<file path="src/shared/flpb_map.vh">
// Register offsets, field positions, reset values and timing constants for the FLP burst block
`ifndef FLPB_MAP_VH
`define FLPB_MAP_VH

// ----------------------------------------
// Register offsets (5-bit management address)
// ----------------------------------------
`define FLPB_ADDR_CTRL      5'h0d
`define FLPB_ADDR_DATA      5'h0e

// ----------------------------------------
// Control register fields
// ----------------------------------------
`define FLPB_FUNC_MSB       15
`define FLPB_FUNC_LSB       14
`define FLPB_FUNC_ADDR      2'h0
`define FLPB_FUNC_DATA      2'h1
`define FLPB_DEVAD_MSB      4
`define FLPB_INTV_DEVAD     5'h00
`define FLPB_INTV_REG_HI    16'h0004
`define FLPB_INTV_REG_LO    16'h0003

// ----------------------------------------
// Reset values: 8 ms burst interval default
// ----------------------------------------
`define FLPB_CTRL_RST       16'h0000
`define FLPB_DATA_RST       16'h0000
`define FLPB_INTV_HI_RST    16'h0003
`define FLPB_INTV_LO_RST    16'h0d40

// ----------------------------------------
// Timing, in ns, and clock rate
// ----------------------------------------
`define FLPB_CLK_PERIOD_NS  20
`define FLPB_CTD_NS         64000
`define FLPB_CTC_NS         128000
`define FLPB_PW_NS          100
`define FLPB_BTB_MIN_NS     8000000
`define FLPB_BTB_MAX_NS     24000000
`define FLPB_INTV_UNIT_NS   40
`define FLPB_PULSES         33

`endif

</file>
<file path="src/rtl/flpb_top.v">
// FLP burst timing with indirect MMD interval registers behind the management port
//
// Contract
// - Burst-to-burst spacing held within 8 to 24 ms, 16 ms nominal; a restart starts the next burst without waiting out the interval.
// - Data pulse sits 64 us after its clock pulse.
// - Clock pulses within a burst are 128 us apart.
// - Each burst carries 17 to 33 pulses, clock and data together.
// - Interval resets to 8 ms until software reprograms it.
// - Data write in address mode picks the target MMD register number.
// - Data write in data mode stores value into selected MMD register.
`timescale 1ns/1ps
`include "flpb_map.vh"

module flpb_top #(
	parameter UNIT_CYC = `FLPB_INTV_UNIT_NS / `FLPB_CLK_PERIOD_NS,
	parameter MIN_CYC  = `FLPB_BTB_MIN_NS / `FLPB_CLK_PERIOD_NS,
	parameter MAX_CYC  = `FLPB_BTB_MAX_NS / `FLPB_CLK_PERIOD_NS
) (
	input  wire        clk_i,
	input  wire        resetn_i,
	input  wire        an_enable_i,
	input  wire        an_restart_i,
	input  wire [15:0] code_word_i,
	input  wire        reg_wr_i,
	input  wire        reg_rd_i,
	input  wire [4:0]  reg_addr_i,
	input  wire [15:0] reg_wdata_i,
	output reg  [15:0] reg_rdata_o,
	output reg         flp_pulse_o,
	output reg         burst_active_o,
	output reg  [31:0] burst_interval_cyc_o
);

	// ----------------------------------------
	// Indirect access registers
	// ----------------------------------------
	reg  [15:0] ctrl_r;
	reg  [15:0] mmd_regsel_r;
	reg  [15:0] intv_hi_r;
	reg  [15:0] intv_lo_r;
	reg  [31:0] intv_cyc_nxt;
	reg  [31:0] gap_cnt_r;
	reg         restart_r;
	reg  [15:0] mmd_rdata;
	wire [1:0]  func     = ctrl_r[`FLPB_FUNC_MSB:`FLPB_FUNC_LSB];
	wire        dev_hit  = ctrl_r[`FLPB_DEVAD_MSB:0] == `FLPB_INTV_DEVAD;
	wire        wr_ctrl  = reg_wr_i && (reg_addr_i == `FLPB_ADDR_CTRL);
	wire        wr_data  = reg_wr_i && (reg_addr_i == `FLPB_ADDR_DATA);
	wire        data_mode = (func == `FLPB_FUNC_DATA) && dev_hit;
	wire        gen_busy;
	wire        gen_pulse;
	wire        start_burst;

	always @(posedge clk_i or negedge resetn_i) begin
		if (!resetn_i) begin
			ctrl_r       <= `FLPB_CTRL_RST;
			mmd_regsel_r <= `FLPB_DATA_RST;
			intv_hi_r    <= `FLPB_INTV_HI_RST;
			intv_lo_r    <= `FLPB_INTV_LO_RST;
		end else begin
			if (wr_ctrl) begin
				ctrl_r <= reg_wdata_i;
			end
			if (wr_data && func == `FLPB_FUNC_ADDR) begin
				mmd_regsel_r <= reg_wdata_i;
			end
			if (wr_data && data_mode) begin
				if (mmd_regsel_r == `FLPB_INTV_REG_HI) begin
					intv_hi_r <= reg_wdata_i;
				end
				if (mmd_regsel_r == `FLPB_INTV_REG_LO) begin
					intv_lo_r <= reg_wdata_i;
				end
			end
		end
	end

	// ----------------------------------------
	// Read path
	// ----------------------------------------
	always @* begin
		mmd_rdata = 16'h0000;
		if (!data_mode) begin
			mmd_rdata = mmd_regsel_r;
		end else if (mmd_regsel_r == `FLPB_INTV_REG_HI) begin
			mmd_rdata = intv_hi_r;
		end else if (mmd_regsel_r == `FLPB_INTV_REG_LO) begin
			mmd_rdata = intv_lo_r;
		end
	end

	always @(posedge clk_i or negedge resetn_i) begin
		if (!resetn_i) begin
			reg_rdata_o <= 16'h0000;
		end else if (reg_rd_i) begin
			case (reg_addr_i)
				`FLPB_ADDR_CTRL: begin
					reg_rdata_o <= ctrl_r;
				end
				`FLPB_ADDR_DATA: begin
					reg_rdata_o <= mmd_rdata;
				end
				default: begin
					reg_rdata_o <= 16'h0000;
				end
			endcase
		end
	end

	// ----------------------------------------
	// Burst-to-burst interval
	// ----------------------------------------
	// Interval value counts 40 ns units; clamped so a bad value cannot leave the legal window
	always @* begin
		intv_cyc_nxt = {intv_hi_r, intv_lo_r} * UNIT_CYC[31:0];
		if (intv_cyc_nxt < MIN_CYC[31:0]) begin
			intv_cyc_nxt = MIN_CYC[31:0];
		end else if (intv_cyc_nxt > MAX_CYC[31:0]) begin
			intv_cyc_nxt = MAX_CYC[31:0];
		end
	end

	// Restart starts a burst as soon as the generator is idle, without waiting out the interval
	assign start_burst = an_enable_i && !gen_busy &&
		(restart_r || gap_cnt_r >= burst_interval_cyc_o - 32'h1);

	always @(posedge clk_i or negedge resetn_i) begin
		if (!resetn_i) begin
			gap_cnt_r            <= 32'h0;
			restart_r            <= 1'b0;
			burst_interval_cyc_o <= 32'h0;
			flp_pulse_o          <= 1'b0;
			burst_active_o       <= 1'b0;
		end else begin
			burst_interval_cyc_o <= intv_cyc_nxt;
			flp_pulse_o          <= gen_pulse;
			burst_active_o       <= gen_busy;
			restart_r            <= an_restart_i || (restart_r && !start_burst);
			if (start_burst || !an_enable_i) begin
				gap_cnt_r <= 32'h0;
			end else begin
				gap_cnt_r <= gap_cnt_r + 32'h1;
			end
		end
	end

	flpb_pulse_gen u_gen (
		.clk_i       (clk_i),
		.resetn_i    (resetn_i),
		.start_i     (start_burst),
		.code_word_i (code_word_i),
		.pulse_o     (gen_pulse),
		.busy_o      (gen_busy)
	);

endmodule

</file>
<file path="src/rtl/flpb_pulse_gen.v">
// Single FLP burst sequencer: alternate clock and data pulse slots
`timescale 1ns/1ps
`include "flpb_map.vh"

module flpb_pulse_gen #(
	parameter CTD_CYC = `FLPB_CTD_NS / `FLPB_CLK_PERIOD_NS,
	parameter PW_CYC  = `FLPB_PW_NS / `FLPB_CLK_PERIOD_NS,
	parameter PULSES  = `FLPB_PULSES
) (
	input  wire        clk_i,
	input  wire        resetn_i,
	input  wire        start_i,
	input  wire [15:0] code_word_i,
	output reg         pulse_o,
	output reg         busy_o
);

	reg [11:0] slot_cnt_r;
	reg [5:0]  idx_r;

	// ----------------------------------------
	// Slot timer
	// ----------------------------------------
	// Even slots are clock pulses; odd slots are data pulses, sent only for a one bit
	always @(posedge clk_i or negedge resetn_i) begin
		if (!resetn_i) begin
			slot_cnt_r <= 12'h000;
			idx_r      <= 6'h00;
			busy_o     <= 1'b0;
			pulse_o    <= 1'b0;
		end else begin
			if (!busy_o) begin
				pulse_o <= 1'b0;
				if (start_i) begin
					busy_o     <= 1'b1;
					slot_cnt_r <= 12'h000;
					idx_r      <= 6'h00;
				end
			end else begin
				pulse_o <= (slot_cnt_r < PW_CYC[11:0]) &&
					(!idx_r[0] || code_word_i[idx_r[4:1]]);
				if (slot_cnt_r == CTD_CYC[11:0] - 12'h001) begin
					slot_cnt_r <= 12'h000;
					if (idx_r == PULSES[5:0] - 6'h01) begin
						busy_o <= 1'b0;
					end else begin
						idx_r <= idx_r + 6'h01;
					end
				end else begin
					slot_cnt_r <= slot_cnt_r + 12'h001;
				end
			end
		end
	end

endmodule

</file>
<file path="config.mk">
export PLATFORM = sky130hd
export DESIGN_NAME = flpb_top
export DESIGN_NICKNAME = d
export VERILOG_FILES = /design/src/rtl/flpb_top.v /design/src/rtl/flpb_pulse_gen.v
export VERILOG_INCLUDE_DIRS = /design/src /design/src/shared
export SDC_FILE = /design/constraint.sdc
export NUM_CORES = 1
export LEC_CHECK = 0
export BUFFER_PORTS_ARGS = -buffer_cell sky130_fd_sc_hd__buf_4
export CAP_MARGIN = 5
export CORE_MARGIN = 2
export CORE_UTILIZATION = 40
export DETAILED_ROUTE_END_ITERATION = 12
export PLACE_DENSITY = 0.65
export RECOVER_POWER = 100
export SETUP_SLACK_MARGIN = 0.02
export SLEW_MARGIN = 40
export SYNTH_ARGS = -nofsm -noshare
export SYNTH_HDL_FRONTEND = slang
export SYNTH_SLANG_ARGS = --single-unit
export TNS_END_PERCENT = 10
</file>
<file path="constraint.sdc">
create_clock -name clk_i -period 3.9 [get_ports clk_i]
set_input_delay 0.39 -clock clk_i [delete_from_list [all_inputs] [get_ports clk_i]]
set_output_delay 0.39 -clock clk_i [all_outputs]
set_load 0.05 [all_outputs]
</file>
# Word-level counts from Yosys, hierarchy flattened
# Index checks and enable logic that the tools add are counted.
totals:
  wordCells: 76
  out_inout_bits: 50
  reg_bits: 167
classes:
  n_reduce_logical: 23
  addsub: 4
  muxes: 21
  eq_ne: 9
  magnitude_cmp: 5
op_table:
  columns: ["cell", "n"]
  rows:
  - ["32-bit two-way mux", 3]
  - ["16-bit two-way mux", 3]
  - ["12-bit two-way mux", 3]
  - ["32-bit by 1-bit adder with 32-bit output (second input constant)", 1]
  - ["32-bit greater-or-equal comparator", 1]
  - ["32-bit by 21-bit greater-than comparator with 1-bit output (second input constant)", 1]
  - ["32-bit by 19-bit less-than comparator with 1-bit output (second input constant)", 1]
  - ["16-bit one-hot mux with 2 select lines", 1]
  - ["32-bit by 1-bit subtractor with 32-bit output (second input constant)", 1]
  - ["6-bit two-way mux", 4]
  - ["16-bit by 2-bit equality test with 1-bit output (second input constant)", 1]
  - ["16-bit by 3-bit equality test with 1-bit output (second input constant)", 1]
  - ["12-bit by 1-bit adder with 12-bit output (second input constant)", 1]
  - ["12-bit equality test (second input constant)", 1]
  - ["12-bit by 3-bit less-than comparator with 1-bit output (second input constant)", 1]
  - ["5-bit by 4-bit equality test with 1-bit output (second input constant)", 2]
  - ["1-bit logical AND", 9]
  - ["6-bit by 1-bit adder with 6-bit output (second input constant)", 1]
  - ["6-bit equality test (second input constant)", 1]
  - ["1-bit two-way mux", 6]
  - ["5-bit zero test", 1]
  - ["4-bit by 5-bit less-than comparator with 1-bit output (second input constant)", 1]
  - ["1-bit binary-select mux with 4-bit select", 1]
  - ["1-bit zero test", 4]
  - ["other kinds (7)", 12]

# Depth between registers and ports, before layout
logic_depth:
  ltp_word: 7
  mapped_depth: 13
  depth_no_buf: 12

# Hierarchy
# From an unflattened synthesis, not the netlist that was laid out.
hier_totals:
  cells_unflattened: 831
  area_unflattened_um2: 8898.5
by_module_without_submodules:
  columns: ["module", "instances", "seq_area_each_um2", "area_each_um2", "cells_per_inst"]
  rows:
  - ["flpb_top", 1, 3661.0, 7534.7, 683]
  - ["flpb_pulse_gen", 1, 500.5, 1363.8, 148]

# Worst setup path after synthesis
# Ideal clock, no wire load.
synth_timing:
  path_type: "register to register"
  start: "reg burst_interval_cyc_o[25]"
  end: "reg u_gen.busy_o"
  n_path_buf: 1
  path_stages_with_launch: 13
  arrival_ns: 3.738
  setup_time_ns: 0.129
  period_less_slack_ns: 3.867
  setup_slack_ns: 0.033
  path_cell_list: "dfrtp_1 or3_1 or4_1 or2_2 nor3_1 xnor2_1 ha_1 nand4_1 nor2_1 a2111oi_4 nand2_1 clkbuf_1 a2111o_1"
synth_via:
  elab_chain_cells: 6
synth_lines:
  columns: ["item", "line", "text"]
  rows:
  - ["start: declaration", "flpb_top.v:31", "output reg [31:0] burst_interval_cyc_o"]
  - ["start signal: assignment", "flpb_top.v:135", "burst_interval_cyc_o <= intv_cyc_nxt;"]
  - ["32-bit by 1-bit subtractor with 32-bit output", "flpb_top.v:125", "(restart_r || gap_cnt_r >= burst_interval_cyc_o - 32'h1);"]
  - ["32-bit greater-or-equal comparator", "flpb_top.v:125", null]
  - ["1-bit logical OR", "flpb_top.v:125", null]
  - ["1-bit logical AND", "flpb_top.v:124", "assign start_burst = an_enable_i && !gen_busy &&"]
  - ["1-bit two-way mux", "flpb_pulse_gen.v:34", "if (start_i) begin"]
  - ["1-bit two-way mux", "flpb_pulse_gen.v:32", "if (!busy_o) begin"]
  - ["end signal: assignment", "flpb_pulse_gen.v:29", "busy_o <= 1'b0;"]
  - ["end signal: assignment", "flpb_pulse_gen.v:35", "busy_o <= 1'b1;"]
  - ["end signal: assignment", "flpb_pulse_gen.v:45", "busy_o <= 1'b0;"]
  - ["end: declaration", "flpb_pulse_gen.v:15", "output reg busy_o"]
# Every way passes these cells.
# A chain may end at the register's enable or synchronous reset.

# Worst setup path in the final report
layout_timing:
  start: "reg burst_interval_cyc_o[19]"
  end: "reg gap_cnt_r[7]"
layout_via:
  elab_chain_cells: 6
layout_lines:
  columns: ["item", "line", "text"]
  rows:
  - ["32-bit by 1-bit subtractor with 32-bit output", "flpb_top.v:125", null]
  - ["32-bit greater-or-equal comparator", "flpb_top.v:125", null]
  - ["1-bit logical OR", "flpb_top.v:125", null]
  - ["1-bit logical AND", "flpb_top.v:124", null]
  - ["1-bit logical OR", "flpb_top.v:139", "if (start_burst || !an_enable_i) begin"]
  - ["32-bit two-way mux", "flpb_top.v:139", null]
  - ["end signal: assignment", "flpb_top.v:142", "gap_cnt_r <= gap_cnt_r + 32'h1;"]
  - ["end: declaration", "flpb_top.v:42", "reg [31:0] gap_cnt_r;"]
# Every way passes these cells.

==> out/qor.csv <==
stage,metric,value,unit
floorplan,Initial Utilization,0.411,
worst_setup_path,data required time of the critical path,4.22,ns
synth,top post-synthesis cells by area,"dfrtp_1, mux2_2, ha_1",
sta,number of setup violations in the final report,0,
synth,top post-synthesis cells by count,"dfrtp_1, mux2_2, o21ai_0",
flow_run,# Max-Cap Violations,1,
synth,top-count cell post-synth,dfrtp_1,
clock_tree,sinks on the clock net,166,
finish,antenna diode count,0,
synth,post-synth top area cell,dfrtp_1,
grt,global route overflow,0,
synth,Post-synth ARST share,1.00,
synth,Post-synth EDFFs,0,
finish,area added between synthesis and finish,16.6,%
power_and_ir_drop,Lkg Pwr,4.41,nW
finish,nets,1013,
sta,f_max,0.276,GHz
power_and_ir_drop,Net Sw Frac,0.280,
place,Setup WS pre-CTS,0.0932,ns
worst_setup_path,crit path DAT,3.94,ns
sta,Final TNS setup,0,ns
worst_setup_path,Crit Path Max Fanout,32,
grt,global-route wire length before repair,36.4,mm
synth,Synth Instances,831,
sta,slew margin rel.,-0.489,
synth,Synth top area share,0.444,
routing,vias per inst,5.70,
grt,vias in the first global route,6835,
power_and_ir_drop,Net Sw Power,1.15,mW
worst_setup_path,slowest CP cell,or4_1,
clock_tree,clk buf depth,2,
synth,"Seq/Total Area, Yosys",0.462,
worst_setup_path,CP Capture Type,register,
place,Cells after DPL,1193,
power_and_ir_drop,Comb power frac,0.120,
grt,M3 GR Usage,0.0302,
grt,pin count of the biggest net entering global routing,87,
grt,initial antenna violation count,0,
grt,met1 Track Usage GR,0.257,
place,IO Port Bufs,91,
worst_setup_path,reg2reg setup slack,0.27,ns
power_and_ir_drop,Worst IR Drop VDD,268,uV
clock_tree,"CTS clk-pin slew, worst paths",0.07,ns
sta,Final Hold Viols,0,
worst_setup_path,Buf/Inv on CP,1,
sta,Tcrit/Tclk final,0.930,
worst_setup_path,critical setup path kind,reg -> reg,
run_status,outcome,finished with violations,
sta,unrepaired setup endpoints after global routing,yes,
synth,most common flop cell mapped by yosys,dfrtp_1,
clock_tree,total CTS buffers,17,
synth,"Avg Cell Area, Syn",10.8,um^2
finish,final core occ,0.479,
sta,Max Slew Vio Count,87,
floorplan,die width,154,um
worst_setup_path,critical-path cell list,"or4_1, nor4_4, nand3_1, nor4_2, xnor2_1, ha_1, nand4_1, nor2_1, a2111oi_4, a21oi_2, buf_6, nor4b_1",
routing,Post-Route WL,22.2,mm
synth,Yosys warnings,0,
sta,Final Critical Period,3.63,ns
place,detailed placement HPWL,15.7,mm
grt,GRT Max-Usage Layer,met2,
routing,DRC viols,0,
clock_tree,hold buffer count at cts,0,
floorplan,# rows,54,
finish,share of cells above drive strength 1,0.184,
clock_tree,CTS tree,yes,
grt,met2 Track Usage GR,0.311,
clock_tree,CTS H-tree lvls,4,
hold_path,hold crit path type,in -> reg,
floorplan,CORE AREA,0.0220,mm^2
sta,hold_ws,0.163,ns
floorplan,die footprint,0.0238,mm^2
power_and_ir_drop,clock power share,0.388,
worst_setup_path,Startpoint Class,register,
synth,"Distinct cells, synth",69,
routing,drt pass-1 iters,5,
floorplan,y dimension of the die,154,um
synth,#FFs+latches synth,166,
routing,via count,6993,
routing,Iter 0 DRT Violations,472,
run_status,violated checks,"capacitance limit, slew limit",
finish,Final Non-Filler Cells,1226,
power_and_ir_drop,Seq pwr share,0.491,
worst_setup_path,"CP delay by family, top",simple AND/OR/NAND/NOR gates,
grt,Tot GR Track Use,0.191,
floorplan,Ports,93,
power_and_ir_drop,P per Cell Area,391,mW/mm^2
synth,synthesized cell area,0.00901,mm^2
clock_tree,worst skew pair latency,0.43,ns
place,GP Congestion,0.804,
sta,Worst-Margin Slew,2.23,ns
sta,setup ws final,0.274,ns
sta,Layout Skew,0.0121,ns
routing,Routed wire per std cell,18.1,um
routing,"antenna viol nets, final",0,
clock_tree,clk root buf,clkbuf_16,
worst_setup_path,crit-path max cell delay,0.63,ns
power_and_ir_drop,Int Pwr,2.96,mW
repair_timing:
action / CTS / global route
setup endpoints to repair: 0 / 47
resized for setup: 0 / 16
hold endpoints to repair: 0 / 0
setup buffers: 0 / 1
metal layers:
layer,wire [um],vias up
met5,0,-
met4,552,0
met3,715,38
met2,10700,141
met1,10300,3489
li1,-,3325
final timing paths:
kind                                               startpoint                       to  cells after the start
max                        burst_interval_cyc_o[19]$_DFF_PN0_   gap_cnt_r[7]$_DFF_PN0_                     12
min                                              an_restart_i      restart_r$_DFF_PN0_                      2
max reg2reg                burst_interval_cyc_o[19]$_DFF_PN0_   gap_cnt_r[7]$_DFF_PN0_                     12
min reg2reg                           u_gen.pulse_o$_DFF_PN0_    flp_pulse_o$_DFF_PN0_                      0
max in group asynchronous                            resetn_i   ctrl_r[12]$_DFFE_PN0P_                      2
min in group asynchronous                            resetn_i  gap_cnt_r[10]$_DFF_PN0_                      1
stage by stage:
| stage | area (um^2) | total power [mW] |
|---|---|---|
| CTS | 10700 | 4.17 |
| floorplan | 9060 | 2.36 |
| detailed placement | 10100 | 2.56 |
| global route | 10500 | 4.31 |
| global placement | 10100 | 2.55 |
| finish | 10500 | 4.11 |
registers in the layout, summed over array words and instances, names as in the netlist:
register,count
gap_cnt_r,32
burst_interval_cyc_o,31
restart_r,1
u_gen.slot_cnt_r,12
intv_lo_r,16
flp_pulse_o,1
u_gen.pulse_o,1
ctrl_r,16
intv_hi_r,16
burst_active_o,1
mmd_regsel_r,16
u_gen.busy_o,1
u_gen.idx_r,6
reg_rdata_o,16
cell families after synthesis:
group | after synthesis | synth area share
AOI/OAI and AO/OA | 152 | 0.113
buffers and inverters | 53 | 0.0255
DFF | 166 | 0.462
and+or+nand+nor | 288 | 0.193
adders and majority gates | 37 | 0.0514
other | 1 | 0.000416
xor gates and xnor gates | 64 | 0.0622
muxes | 70 | 0.0935
power by group through the flow:
stage / logic (mW) / clock network [mW] / registers (mW)
2_1_floorplan: 0.323 / 0 / 2.03
3_3_place_gp: 0.500 / 0 / 2.05
3_5_place_dp: 0.510 / 0 / 2.05
4_1_cts: 0.513 / 1.64 / 2.02
5_1_grt: 0.549 / 1.71 / 2.05
6_report: 0.494 / 1.60 / 2.02
cell type report:
type | instances | area [um^2]
clock buffers | 21 | 470
clock inverters | 11 | 90.1
fillers | 2069 | 11400
inverters | 15 | 56.3
multi-input cells | 623 | 4760
flip-flops and latches | 166 | 4160
well taps | 280 | 350
repair buffers | 110 | 623
layout by cell type, fill, tap and decap left out, types with 15 or more instances in the layout:
master and n:
nor4_1 18, mux2_2 51, clkbuf_1 54, buf_4 52, nor2b_1 21, nor4b_1 24, xnor2_1 31, xor2_1 33
o21ai_0 44, dfrtp_1 159, nand4_1 27, nand2_1 31, nor3_1 17, a221oi_1 16, ha_1 37, inv_1 15
clkbuf_16 17, nand3_1 31, nor2_1 41, a21oi_1 34
No activity file was read; power rests on OpenSTA's default activity.
